[src/pkg/timer16_defs.vh]
// register map, field positions, reset values and mode codes of the 16-bit timer core
`ifndef TIMER16_DEFS_VH
`define TIMER16_DEFS_VH
// ----------------------------------------
// register byte addresses
// ----------------------------------------
`define OFS_CTRL_A      8'h00
`define OFS_CTRL_B      8'h04
`define OFS_CNT_LOW     8'h08
`define OFS_CNT_HIGH    8'h0c
`define OFS_CAP_LOW     8'h10
`define OFS_CAP_HIGH    8'h14
`define OFS_FLAGS       8'h18
`define OFS_IRQ_EN      8'h1c
`define OFS_CMP_CTRL    8'h20
// ----------------------------------------
// field positions
// ----------------------------------------
`define CSEL_LSB        0
`define CSEL_MSB        2
`define WMODE_A_LSB     0
`define WMODE_A_MSB     1
`define WMODE_B_LSB     3
`define WMODE_B_MSB     4
`define EDGE_RISE_BIT   6
`define FILT_EN_BIT     7
`define OVF_BIT         0
`define CAP_BIT         1
`define CMP_SEL_BIT     0
// ----------------------------------------
// clock select codes
// ----------------------------------------
`define CSEL_STOP       3'h0
`define CSEL_SYS        3'h1
`define CSEL_PRE_FIRST  3'h2
`define CSEL_PRE_LAST   3'h5
`define CSEL_EXT_FALL   3'h6
`define CSEL_EXT_RISE   3'h7
// ----------------------------------------
// waveform modes with special counting
// ----------------------------------------
`define WM_PC_CAP       4'h8
`define WM_PFC_CAP      4'ha
`define WM_CTC_CAP      4'hc
`define WM_FAST_CAP     4'he
// ----------------------------------------
// values and responses
// ----------------------------------------
`define CNT_MAX         16'hffff
`define CNT_ZERO        16'h0000
`define CNT_STEP        16'h0001
`define BYTE_ZERO       8'h00
`define FILT_ALL_ONE    4'hf
`define FILT_ALL_ZERO   4'h0
`define RESP_OKAY       2'h0
`define RESP_SLVERR     2'h2
`endif

[src/hdl/timer16_counter_input_capture.v]
// counting core and input capture unit of a 16-bit timer with an axi4-lite register slave
`timescale 1ns/1ps
`include "timer16_defs.vh"

module timer16_counter_input_capture #(
  parameter ADDR_W   = 8,
  parameter INSTANCE = 1
) (
  input  wire              clk,
  input  wire              reset,
  input  wire              ce,
  input  wire [ADDR_W-1:0] s_axi_awaddr,
  input  wire              s_axi_awvalid,
  output reg               s_axi_awready,
  input  wire [31:0]       s_axi_wdata,
  input  wire [3:0]        s_axi_wstrb,
  input  wire              s_axi_wvalid,
  output reg               s_axi_wready,
  output reg  [1:0]        s_axi_bresp,
  output reg               s_axi_bvalid,
  input  wire              s_axi_bready,
  input  wire [ADDR_W-1:0] s_axi_araddr,
  input  wire              s_axi_arvalid,
  output reg               s_axi_arready,
  output reg  [31:0]       s_axi_rdata,
  output reg  [1:0]        s_axi_rresp,
  output reg               s_axi_rvalid,
  input  wire              s_axi_rready,
  input  wire [3:0]        prescale_tick,
  input  wire              external_count_pin,
  input  wire              capture_pin,
  input  wire              comparator_output,
  input  wire              overflow_ack,
  input  wire              capture_ack,
  output reg               overflow_irq,
  output reg               capture_irq,
  output reg               count_zero,
  output reg               count_maximum
);
  // ----------------------------------------
  // decode helpers
  // ----------------------------------------
  function uses_cap_top;
    input [3:0] m;
    begin
      uses_cap_top = (m == `WM_PC_CAP) || (m == `WM_PFC_CAP) ||
                     (m == `WM_CTC_CAP) || (m == `WM_FAST_CAP);
    end
  endfunction
  function is_up_down;
    input [3:0] m;
    begin
      is_up_down = (m == `WM_PC_CAP) || (m == `WM_PFC_CAP);
    end
  endfunction
  // ----------------------------------------
  // state
  // ----------------------------------------
  reg  [7:0]        ctrl_a_q;
  reg  [7:0]        ctrl_b_q;
  reg               cmp_sel_q;
  reg  [1:0]        irq_en_q;
  reg  [15:0]       cnt_q;
  reg  [15:0]       cnt_d;
  reg               dir_up_q;
  reg               dir_up_d;
  reg  [15:0]       cap_q;
  reg  [7:0]        hold_q;
  reg               ovf_flag_q;
  reg               cap_flag_q;
  reg               ext_prev_q;
  reg               trig_s_q;
  reg  [3:0]        hist_q;
  reg               filt_q;
  reg               edge_prev_q;
  reg               aw_v_q;
  reg  [ADDR_W-1:0] aw_a_q;
  reg               w_v_q;
  reg  [31:0]       wd_q;
  reg  [3:0]        ws_q;
  reg               ovf_evt;
  reg  [31:0]       rd_mux;
  reg               rd_hit;
  wire [3:0]  wmode   = {ctrl_b_q[`WMODE_B_MSB:`WMODE_B_LSB], ctrl_a_q[`WMODE_A_MSB:`WMODE_A_LSB]};
  wire [2:0]  csel    = ctrl_b_q[`CSEL_MSB:`CSEL_LSB];
  wire        cap_top = uses_cap_top(wmode);
  wire [15:0] top     = cap_top ? cap_q : `CNT_MAX;
  // ----------------------------------------
  // bus strobes
  // ----------------------------------------
  wire       wr_en   = ce & aw_v_q & w_v_q & ~s_axi_bvalid & ws_q[0];
  wire       wr_any  = ce & aw_v_q & w_v_q & ~s_axi_bvalid;
  wire       rd_en   = ce & s_axi_arvalid & s_axi_arready;
  wire [7:0] wbyte   = wd_q[7:0];
  wire       wr_clo  = wr_en & (aw_a_q == `OFS_CNT_LOW);
  wire       wr_chi  = wr_en & (aw_a_q == `OFS_CNT_HIGH);
  wire       wr_plo  = wr_en & (aw_a_q == `OFS_CAP_LOW);
  wire       wr_phi  = wr_en & (aw_a_q == `OFS_CAP_HIGH);
  wire       wr_flg  = wr_en & (aw_a_q == `OFS_FLAGS);
  wire       rd_clo  = rd_en & (s_axi_araddr == `OFS_CNT_LOW);
  wire       rd_plo  = rd_en & (s_axi_araddr == `OFS_CAP_LOW);
  wire       wr_map  = (aw_a_q == `OFS_CTRL_A) || (aw_a_q == `OFS_CTRL_B) ||
                       (aw_a_q == `OFS_CNT_LOW) || (aw_a_q == `OFS_CNT_HIGH) ||
                       (aw_a_q == `OFS_CAP_LOW) || (aw_a_q == `OFS_CAP_HIGH) ||
                       (aw_a_q == `OFS_FLAGS) || (aw_a_q == `OFS_IRQ_EN) ||
                       (aw_a_q == `OFS_CMP_CTRL);
  // ----------------------------------------
  // tick selection
  // ----------------------------------------
  wire [2:0] pre_off = csel - `CSEL_PRE_FIRST;
  wire [1:0] pre_idx = pre_off[1:0];
  wire       tick    = (csel == `CSEL_SYS) |
                       ((csel >= `CSEL_PRE_FIRST) && (csel <= `CSEL_PRE_LAST) && prescale_tick[pre_idx]) |
                       ((csel == `CSEL_EXT_FALL) && ext_prev_q && !external_count_pin) |
                       ((csel == `CSEL_EXT_RISE) && !ext_prev_q && external_count_pin);
  // ----------------------------------------
  // capture path
  // ----------------------------------------
  // comparator path tied off by parameter so only instance one can use it
  wire cmp_ok   = (INSTANCE == 1);
  wire trig_raw = (cmp_sel_q && cmp_ok) ? comparator_output : capture_pin;
  wire filt_en  = ctrl_b_q[`FILT_EN_BIT];
  wire det_in   = filt_en ? filt_q : trig_s_q;
  wire rise_sel = ctrl_b_q[`EDGE_RISE_BIT];
  wire cap_evt  = !cap_top &&
                  (rise_sel ? (det_in && !edge_prev_q) : (!det_in && edge_prev_q));

  // ----------------------------------------
  // counter next value
  // ----------------------------------------
  always @*
  begin
    cnt_d    = cnt_q;
    dir_up_d = dir_up_q;
    ovf_evt  = 1'b0;
    if (tick)
    begin
      if (is_up_down(wmode))
      begin
        if (dir_up_q)
        begin
          if (cnt_q >= top)
          begin
            dir_up_d = 1'b0;
            cnt_d    = cnt_q - `CNT_STEP;
          end
          else
            cnt_d = cnt_q + `CNT_STEP;
        end
        else if (cnt_q == `CNT_ZERO)
        begin
          dir_up_d = 1'b1;
          cnt_d    = cnt_q + `CNT_STEP;
          ovf_evt  = 1'b1;
        end
        else
          cnt_d = cnt_q - `CNT_STEP;
      end
      else
      begin
        dir_up_d = 1'b1;
        ovf_evt  = (cnt_q == `CNT_MAX) || ((wmode == `WM_FAST_CAP) && (cnt_q >= top));
        if (cnt_q >= top)
          cnt_d = `CNT_ZERO;
        else
          cnt_d = cnt_q + `CNT_STEP;
      end
    end
    // software load wins over tick, also with the tick stopped
    if (wr_clo)
      cnt_d = {hold_q, wbyte};
  end
  // ----------------------------------------
  // read mux
  // ----------------------------------------
  always @*
  begin
    rd_mux = 32'h0000_0000;
    rd_hit = 1'b1;
    case (s_axi_araddr)
      `OFS_CTRL_A:   rd_mux[7:0] = ctrl_a_q;
      `OFS_CTRL_B:   rd_mux[7:0] = ctrl_b_q;
      `OFS_CNT_LOW:  rd_mux[7:0] = cnt_q[7:0];
      `OFS_CNT_HIGH: rd_mux[7:0] = hold_q;
      `OFS_CAP_LOW:  rd_mux[7:0] = cap_q[7:0];
      `OFS_CAP_HIGH: rd_mux[7:0] = hold_q;
      `OFS_FLAGS:
      begin
        rd_mux[`OVF_BIT] = ovf_flag_q;
        rd_mux[`CAP_BIT] = cap_flag_q;
      end
      `OFS_IRQ_EN:   rd_mux[1:0] = irq_en_q;
      `OFS_CMP_CTRL: rd_mux[`CMP_SEL_BIT] = cmp_sel_q;
      default:       rd_hit = 1'b0;
    endcase
  end
  // ----------------------------------------
  // registers and counter
  // ----------------------------------------
  always @(posedge clk)
  begin
    if (reset)
    begin
      ctrl_a_q   <= `BYTE_ZERO;
      ctrl_b_q   <= `BYTE_ZERO;
      cmp_sel_q  <= 1'b0;
      irq_en_q   <= 2'h0;
      cnt_q      <= `CNT_ZERO;
      dir_up_q   <= 1'b1;
      cap_q      <= `CNT_ZERO;
      hold_q     <= `BYTE_ZERO;
      ovf_flag_q <= 1'b0;
      cap_flag_q <= 1'b0;
      ext_prev_q <= 1'b0;
    end
    else if (ce)
    begin
      ext_prev_q <= external_count_pin;
      cnt_q      <= cnt_d;
      dir_up_q   <= dir_up_d;
      if (wr_en && (aw_a_q == `OFS_CTRL_A))
        ctrl_a_q <= wbyte;
      if (wr_en && (aw_a_q == `OFS_CTRL_B))
        ctrl_b_q <= wbyte;
      if (wr_en && (aw_a_q == `OFS_IRQ_EN))
        irq_en_q <= wbyte[1:0];
      if (wr_en && (aw_a_q == `OFS_CMP_CTRL))
        cmp_sel_q <= wbyte[`CMP_SEL_BIT];
      // one holding byte for all wide locations; a same-cycle high write wins
      if (rd_clo)
        hold_q <= cnt_q[15:8];
      if (rd_plo)
        hold_q <= cap_q[15:8];
      if (wr_chi || wr_phi)
        hold_q <= wbyte;
      if (cap_evt)
        cap_q <= cnt_q;
      else if (wr_plo && cap_top)
        cap_q <= {hold_q, wbyte};
      // hardware set beats a same-cycle clear
      if (ovf_evt)
        ovf_flag_q <= 1'b1;
      else if (overflow_ack || (wr_flg && wbyte[`OVF_BIT]))
        ovf_flag_q <= 1'b0;
      if (cap_evt)
        cap_flag_q <= 1'b1;
      else if (capture_ack || (wr_flg && wbyte[`CAP_BIT]))
        cap_flag_q <= 1'b0;
    end
  end
  // ----------------------------------------
  // trigger sampling, filter, edge detector
  // ----------------------------------------
  always @(posedge clk)
  begin
    if (reset)
    begin
      trig_s_q    <= 1'b0;
      hist_q      <= `FILT_ALL_ZERO;
      filt_q      <= 1'b0;
      edge_prev_q <= 1'b0;
    end
    else if (ce)
    begin
      trig_s_q <= trig_raw;
      hist_q   <= {hist_q[2:0], trig_s_q};
      if (hist_q == `FILT_ALL_ONE)
        filt_q <= 1'b1;
      else if (hist_q == `FILT_ALL_ZERO)
        filt_q <= 1'b0;
      edge_prev_q <= det_in;
    end
  end
  // ----------------------------------------
  // status outputs
  // ----------------------------------------
  always @(posedge clk)
  begin
    if (reset)
    begin
      overflow_irq  <= 1'b0;
      capture_irq   <= 1'b0;
      count_zero    <= 1'b1;
      count_maximum <= 1'b0;
    end
    else if (ce)
    begin
      overflow_irq  <= ovf_flag_q & irq_en_q[`OVF_BIT];
      capture_irq   <= cap_flag_q & irq_en_q[`CAP_BIT];
      count_zero    <= (cnt_d == `CNT_ZERO);
      count_maximum <= (cnt_d == top);
    end
  end
  // ----------------------------------------
  // axi4-lite write channel
  // ----------------------------------------
  always @(posedge clk)
  begin
    if (reset)
    begin
      s_axi_awready <= 1'b1;
      s_axi_wready  <= 1'b1;
      s_axi_bvalid  <= 1'b0;
      s_axi_bresp   <= `RESP_OKAY;
      aw_v_q        <= 1'b0;
      w_v_q         <= 1'b0;
      aw_a_q        <= {ADDR_W{1'b0}};
      wd_q          <= 32'h0000_0000;
      ws_q          <= 4'h0;
    end
    else if (ce)
    begin
      if (s_axi_awvalid && s_axi_awready)
      begin
        aw_v_q        <= 1'b1;
        aw_a_q        <= s_axi_awaddr;
        s_axi_awready <= 1'b0;
      end
      if (s_axi_wvalid && s_axi_wready)
      begin
        w_v_q        <= 1'b1;
        wd_q         <= s_axi_wdata;
        ws_q         <= s_axi_wstrb;
        s_axi_wready <= 1'b0;
      end
      if (wr_any)
      begin
        aw_v_q       <= 1'b0;
        w_v_q        <= 1'b0;
        s_axi_bvalid <= 1'b1;
        s_axi_bresp  <= wr_map ? `RESP_OKAY : `RESP_SLVERR;
      end
      if (s_axi_bvalid && s_axi_bready)
      begin
        s_axi_bvalid  <= 1'b0;
        s_axi_awready <= 1'b1;
        s_axi_wready  <= 1'b1;
      end
    end
  end
  // ----------------------------------------
  // axi4-lite read channel
  // ----------------------------------------
  // reads have side effects, so the data is frozen at acceptance
  always @(posedge clk)
  begin
    if (reset)
    begin
      s_axi_arready <= 1'b1;
      s_axi_rvalid  <= 1'b0;
      s_axi_rdata   <= 32'h0000_0000;
      s_axi_rresp   <= `RESP_OKAY;
    end
    else if (ce)
    begin
      if (rd_en)
      begin
        s_axi_arready <= 1'b0;
        s_axi_rvalid  <= 1'b1;
        s_axi_rdata   <= rd_mux;
        s_axi_rresp   <= rd_hit ? `RESP_OKAY : `RESP_SLVERR;
      end
      else if (s_axi_rvalid && s_axi_rready)
      begin
        s_axi_rvalid  <= 1'b0;
        s_axi_arready <= 1'b1;
      end
    end
  end

endmodule // timer16_counter_input_capture

[config.mk]
export PLATFORM = sky130hd
export DESIGN_NAME = timer16_counter_input_capture
export DESIGN_NICKNAME = d
export VERILOG_FILES = /design/src/hdl/timer16_counter_input_capture.v
export VERILOG_INCLUDE_DIRS = /design/src /design/src/pkg
export SDC_FILE = /design/constraint.sdc
export NUM_CORES = 1
export LEC_CHECK = 0
export BUFFER_PORTS_ARGS = -buffer_cell sky130_fd_sc_hd__buf_2
export CELL_PAD_IN_SITES_DETAIL_PLACEMENT = 1
export CELL_PAD_IN_SITES_GLOBAL_PLACEMENT = 1
export CORE_MARGIN = 2
export CORE_UTILIZATION = 43
export CTS_BUF_LIST = sky130_fd_sc_hd__clkbuf_4 sky130_fd_sc_hd__clkbuf_8 sky130_fd_sc_hd__clkbuf_16
export CTS_CLUSTER_DIAMETER = 50
export DETAILED_ROUTE_END_ITERATION = 6
export GPL_TIMING_DRIVEN = 1
export PLACE_DENSITY_LB_ADDON = 0.05
export SLEW_MARGIN = 5
export SYNTH_ARGS = -nofsm -noshare
export SYNTH_HDL_FRONTEND = slang
export SYNTH_SLANG_ARGS = --single-unit
[constraint.sdc]
create_clock -name clk -period 5.42 [get_ports clk]
set_input_delay 1.355 -clock clk [delete_from_list [all_inputs] [get_ports clk]]
set_output_delay 1.355 -clock clk [all_outputs]
set_load 0.02 [all_outputs]
==> results.cfg, run 1 <==
[setup_path]
worstPathCellList = nand2b_1 -> nor2_1 -> ha_1 -> nand4_4 -> nor4_4 -> o31a_1 -> nor3_1 -> or3_1 -> a41oi_1 -> mux2i_1 -> a2111oi_0 -> nand4_1 -> o21ai_1
critical_path.slowest_cell = a2111oi_0
rr_worst_depth = 13
worst_r2r_startpoint = ctrl_a_q[0]$_SDFFE_PP0P_
critPathMaxStageDelay_ns = 0.86
critPathMaxFanout = 17
criticalPathCategory = reg2reg
path_buf_inv = 0
startpoint = ctrl_a_q[0]$_SDFFE_PP0P_
timing.critical_path.arrival_ns = 5.36
worst_ep_required_time_ns = 5.71
worst_setup_path_end_kind = register
timing.reg2reg.setup_slack_ns = 0.36
timing.critical_path.max_delay_family = simple AND/OR/NAND/NOR gates
rr_endpoint = count_maximum$_SDFFE_PP0P_
worst_setup_path_start_kind = register

[die]
floorplan.die.height_um = 134
top_level_i_o_count = 114
design.core.area_um2 = 16600
placementRows = 47
design.die.area_um2 = 18100
floorplan.die.width_um = 134
initial_utilization = 0.440

[timing]
timing.slew.headroom = 0.205
final.min_clock_period_ns = 5.06
tightest_slew_ns = 1.19
final.setup.tns_ns = 0
timing.final.hold_violations = 0
timing.final.crit_share = 0.934
final_max_slew_viol_count = 0
grt_setup_unrepaired = false
max_freq_ghz = 0.198
fin_skew_ns = 0.0112
setup-violations-final = 0

[cts]
postcts_resize_cnt = 0
cts-root-to-sink-buffers = 2
postCtsSetupRepairBufs = 0
cts_made_buffers = 9
htree_num_levels = 3
clock-root-buffer = clkbuf_16
clkTransAtPathRegs_ns = 0.08
hold_buffers = 0
cts_tree = done
insertion_delay_to_the_later_sink_of_the_worst_skew_pair_ns = 0.36
cts_sinks = 108

[finish]
design.final.nets = 1048
final_cells = 1185
post_route_cells_drive_above_1_share = 0.133
final_cell_mix = 125 x nor2_1, 108 x dfxtp_1, 105 x nand2_1
most_common_library_cell_in_the_layout_ignoring_fill_and_taps = nor2_1
area_growth_syn_to_layout_pct = 8.41
antenna_diodes = 0

[global_route]
vias_in_the_first_global_route = 7535
grt_antenna_before_repair = 0
grt_util_overall = 0.311
grt.overflow.total = 0
pin_count_of_the_biggest_net_entering_global_routing = 87
global_route_wire_length_before_repair_um = 43200

[yosys]
synth-compound-area-share = 0.224
synth_xor_area_frac = 0.0239
netlist.top_cell.by_area = dfxtp_1
dominantRegCellSynth = dfxtp_1
synth-warning-count = 0
mappedNetlistArea_um2 = 7320
synthAdderAreaFrac = 0.0325
ys_async_rst_share = 0
synth.ff_latch_count = 108
post_synthesis_instance_total = 937
avgSynthCellArea_um2 = 7.81
sequential_element_share_of_the_synthesized_area = 0.295
netlist.area_leader.share = 0.295
post_synth_and_or_nand_nor_area_fraction = 0.263
post_synth_mux_area_share = 0.0877
synth_top_cells_by_area = dfxtp_1 30%, mux2i_1 8.6%, nor2_1 6.5%
synth-edff-count = 0
yosys.cell_types.count = 84
synth_top_family_by_area = simple AND/OR/NAND/NOR gates

[placement]
port_buffers = 60
numPlacedInstances = 1169
detailedPlacementHpwl_um = 21100
gp_weighted_congestion = 0.918

[detailed_routing]
drt-initial-drc-count = 551
routed_wire_length_per_instance_um = 23.7
drt_wl_total_um = 28100
drc_viols = 0
route.antenna.remaining_nets = 0
firstDrtPassIters = 5
via_per_inst = 6.30
via_count = 7461

[power_and_ir_drop]
vdd.ir_drop.worst_mv = 0.158
finalPower_mw = 1.74
leakagePower_nw = 3.20
p_per_area_nw_per_um2 = 219

[run_status]
run_status = completed

[run]
maxCapViolCount = 0

[hold_path]
worst_hold_path_type = reg2reg
hold_path.startpoint = aw_a_q[0]$_SDFFE_PP0P_
holdPathEnd = aw_a_q[0]$_SDFFE_PP0P_
hold-path-cell-count = 2
[worst register-to-register path, cell delays in order (launching register included)]
cell and delay (ns):
dfxtp_1 0.41, nand2b_1 0.56, nor2_1 0.27, ha_1 0.44, nand4_4 0.16, nor4_4 0.35
o31a_1 0.51, nor3_1 0.17, or3_1 0.34, a41oi_1 0.38, mux2i_1 0.23, a2111oi_0 0.86
nand4_1 0.18, o21ai_1 0.15
[where the power goes]
group / internal (mW) / switching, mW
sequential: 0.817 / 0.0294
combinational: 0.0740 / 0.147
clock: 0.334 / 0.340
total: 1.22 / 0.516
[cell usage after synthesis, drive strengths merged, types with 19 or more instances]
cell type,number
nor2,126
dfxtp,108
nand2,105
a21oi,66
mux2i,63
clkbuf,49
buf,43
nand3,34
a211oi,33
o21ai,28
nor3,22
ha,19
[cells by family after synthesis]
logic type	after synthesis
flip-flops	108
XOR/XNOR	20
AND/OR/NAND/NOR	387
other	1
adder cells (fa/ha/maj)	19
AO/OA/AOI/OAI	236
buffers and inverters	102
multiplexers	64
[flip-flops by register name, indices dropped and copies added, names as in the netlist, 2 cells and up]
| name | flops |
|---|---|
| wd_q | 8 |
| hist_q | 4 |
| cap_q | 16 |
| aw_a_q | 8 |
| hold_q | 8 |
| irq_en_q | 2 |
| ctrl_a_q | 8 |
| ctrl_b_q | 8 |
| s_axi_rdata | 8 |
| cnt_q | 16 |
[through the flow]
step / util / hold slack (ns) / setup WS (ns) / cell area (um^2)
6_report: 0.477 / 0.460 / 0.359 / 7940
5_1_grt: 0.477 / 0.479 / 0.358 / 7940
4_1_cts: 0.477 / 0.467 / 0.597 / 7940
3_5_place_dp: 0.459 / 0.452 / 0.610 / 7640
3_3_place_gp: 0.459 / 0.442 / 0.755 / 7640
2_1_floorplan: - / 0.433 / 1.57 / 7410
[layout make-up]
type,instances,area [um^2]
sequential,108,2160
inverter,10,37.5
fill,2087,8710
tap,220,275
clock inverter,6,53.8
multi-input combinational,752,4720
timing repair buffer,79,445
clock buffer,10,239
[how the worst max path moves through the flow]
stage	slack, ns	end	depth (start not counted)
after global placement	0.76	count_maximum$_SDFFE_PP0P_	13
after global routing	0.36	count_maximum$_SDFFE_PP0P_	13
after floorplan	1.57	count_zero$_SDFFE_PP1P_	15
after detailed placement	0.61	count_maximum$_SDFFE_PP0P_	13
final	0.36	count_maximum$_SDFFE_PP0P_	13
after CTS	0.60	count_maximum$_SDFFE_PP0P_	13
[routing by layer]
metal  vias up  wire length, um  GRT usage  share of wire
met2       273            13000      0.505           0.46
met3        72             1380     0.0409          0.049
met1      3688            12300      0.402           0.44
li1       3428                -          -              -
met5         -                0          0              0
met4         0             1450      0.168          0.051
Note: power is estimated with default switching activity, not from simulation.
==> inputs of run 2 (changes only) <==
--- a/config.mk
+++ b/config.mk
@@ -16,7 +16,6 @@
 export DETAILED_ROUTE_END_ITERATION = 6
 export GPL_TIMING_DRIVEN = 1
 export PLACE_DENSITY_LB_ADDON = 0.05
-export SLEW_MARGIN = 5
 export SYNTH_ARGS = -nofsm -noshare
 export SYNTH_HDL_FRONTEND = slang
 export SYNTH_SLANG_ARGS = --single-unit
==> constraint.sdc (replaced) <==
create_clock -name clk -period 5.1 [get_ports clk]
set_input_delay 0.51 -clock clk [delete_from_list [all_inputs] [get_ports clk]]
set_output_delay 0.51 -clock clk [all_outputs]
set_load 0.02 [all_outputs]
==> run 2 against run 1 <==
  * Sequential power grew 6.3%
  * Via count increased by 0.12%
  * Sequential cell count is the same
  * Sequential share of layout area decreased by 0.14 points
  * Largest cell class unchanged
  * Final area up 0.52%
==> results.cfg, run 2 (synthesis gave the netlist of run 1 again) <==
[run_status]
run_status = completed

[power_and_ir_drop]
vdd.ir_drop.worst_mv = 0.219
leakagePower_nw = 3.23
finalPower_mw = 1.90
p_per_area_nw_per_um2 = 238

[placement]
gp_weighted_congestion = 0.923
pre_cts_slack_ns = 0.470
port_buffers = 60
numPlacedInstances = 1171
detailedPlacementHpwl_um = 21200
place_area_um2 = 7660

[cts]
cts_sinks = 108
clock-root-buffer = clkbuf_16
htree_num_levels = 3
postcts_resize_cnt = 0
cts_tree = done
insertion_delay_to_the_later_sink_of_the_worst_skew_pair_ns = 0.36
postCtsSetupRepairBufs = 0
clkTransAtPathRegs_ns = 0.08
cts_made_buffers = 9
cts-root-to-sink-buffers = 2
hold_buffers = 0

[timing]
setup-violations-final = 0
timing.final.hold_violations = 0
timing.final.crit_share = 0.932
final_max_slew_viol_count = 0
grt_setup_unrepaired = false
fin_skew_ns = 0.00866
final.setup.tns_ns = 0
timing.hold.ws_ns = 0.390
tightest_slew_ns = 1.23
timing.slew.headroom = 0.180
final.min_clock_period_ns = 4.75
finalWorstSetupSlack_ns = 0.347
max_freq_ghz = 0.210

[global_route]
grt.overflow.total = 0
grt_antenna_before_repair = 0
vias_in_the_first_global_route = 7554
global_route_wire_length_before_repair_um = 43100
grt_util_overall = 0.310
pin_count_of_the_biggest_net_entering_global_routing = 103

[setup_path]
worst_ep_required_time_ns = 5.37
worst_setup_path_end_kind = register
timing.reg2reg.setup_slack_ns = 0.35
worst_r2r_startpoint = ctrl_a_q[0]$_SDFFE_PP0P_
rr_endpoint = count_zero$_SDFFE_PP1P_
criticalPathCategory = reg2reg
worst_setup_path_start_kind = register
timing.critical_path.arrival_ns = 5.02
rr_worst_depth = 12
critPathMaxFanout = 17

[finish]
area_growth_syn_to_layout_pct = 8.97
final_cell_mix = 125 x nor2_1, 108 x dfxtp_1, 105 x nand2_1
final_area_um2 = 7980
final_cells = 1187
number_of_filler_cells_placed_in_the_layout = 2100
design.final.nets = 1050
finish.utilization = 0.479
post_route_cells_drive_above_1_share = 0.134
most_common_library_cell_in_the_layout_ignoring_fill_and_taps = nor2_1
antenna_diodes = 0
top_regs = cap_q (16), cnt_q (16)

[detailed_routing]
drt_wl_total_um = 28000
drt-initial-drc-count = 505
routed_wire_length_per_instance_um = 23.6
via_per_inst = 6.29
firstDrtPassIters = 5
via_count = 7470
route.antenna.remaining_nets = 0
drc_viols = 0

[hold_path]
holdPathEnd = aw_a_q[5]$_SDFFE_PP0P_
hold_path.startpoint = s_axi_awaddr[5]
worst_hold_path_type = in2reg
hold-path-cell-count = 3

[die]
placementRows = 47
top_level_i_o_count = 114
floorplan.die.height_um = 134
floorplan.die.width_um = 134
design.die.area_um2 = 18100
design.core.area_um2 = 16600
initial_utilization = 0.440

[run]
maxCapViolCount = 0
-- run 2: worst max-delay path, cell delays in order, from the launching register on --
cell and delay (ns):
dfxtp_1 0.36, nand2b_1 0.48, nor2_1 0.55, ha_1 0.34
nand2_1 0.15, nor3_1 0.10, a211o_1 0.47, o31ai_4 0.52
nor2_1 0.20, o311ai_1 0.37, a31oi_1 0.30, or4_4 0.61
o41ai_2 0.20
-- run 2: layer usage --
layer  GRT usage  share of wire  vias up
met5           0              0        -
met4       0.147          0.048        0
met3      0.0462          0.053       78
met2       0.526           0.48      293
met1       0.388           0.42     3659
li1            -              -     3440
-- run 2: layout make-up --
type                       count  area [um^2]  area share
tap                          220          275      0.0345
inverter                      10         37.5     0.00471
timing repair buffer          81          460      0.0577
sequential                   108         2160       0.271
clock buffer                  11          253      0.0317
multi-input combinational    752         4720       0.592
clock inverter                 5         66.3     0.00831
-- run 2: where the power goes --
part | leakage, nW | total [mW] | switching [mW] | internal (mW)
logic | 2.19 | 0.235 | 0.156 | 0.0788
clock network | 0.154 | 0.763 | 0.348 | 0.415
registers | 0.878 | 0.900 | 0.0317 | 0.868
-- run 2: how the worst max path moves through the flow --
stage / from / end / depth (start not counted)
after floorplan: ctrl_a_q[0]$_SDFFE_PP0P_ / count_zero$_SDFFE_PP1P_ / 15
after global placement: ctrl_a_q[0]$_SDFFE_PP0P_ / count_maximum$_SDFFE_PP0P_ / 14
after detailed placement: ctrl_a_q[0]$_SDFFE_PP0P_ / count_maximum$_SDFFE_PP0P_ / 14
after CTS: ctrl_a_q[0]$_SDFFE_PP0P_ / count_maximum$_SDFFE_PP0P_ / 14
after global routing: ctrl_a_q[0]$_SDFFE_PP0P_ / count_maximum$_SDFFE_PP0P_ / 14
final: ctrl_a_q[0]$_SDFFE_PP0P_ / count_zero$_SDFFE_PP1P_ / 12
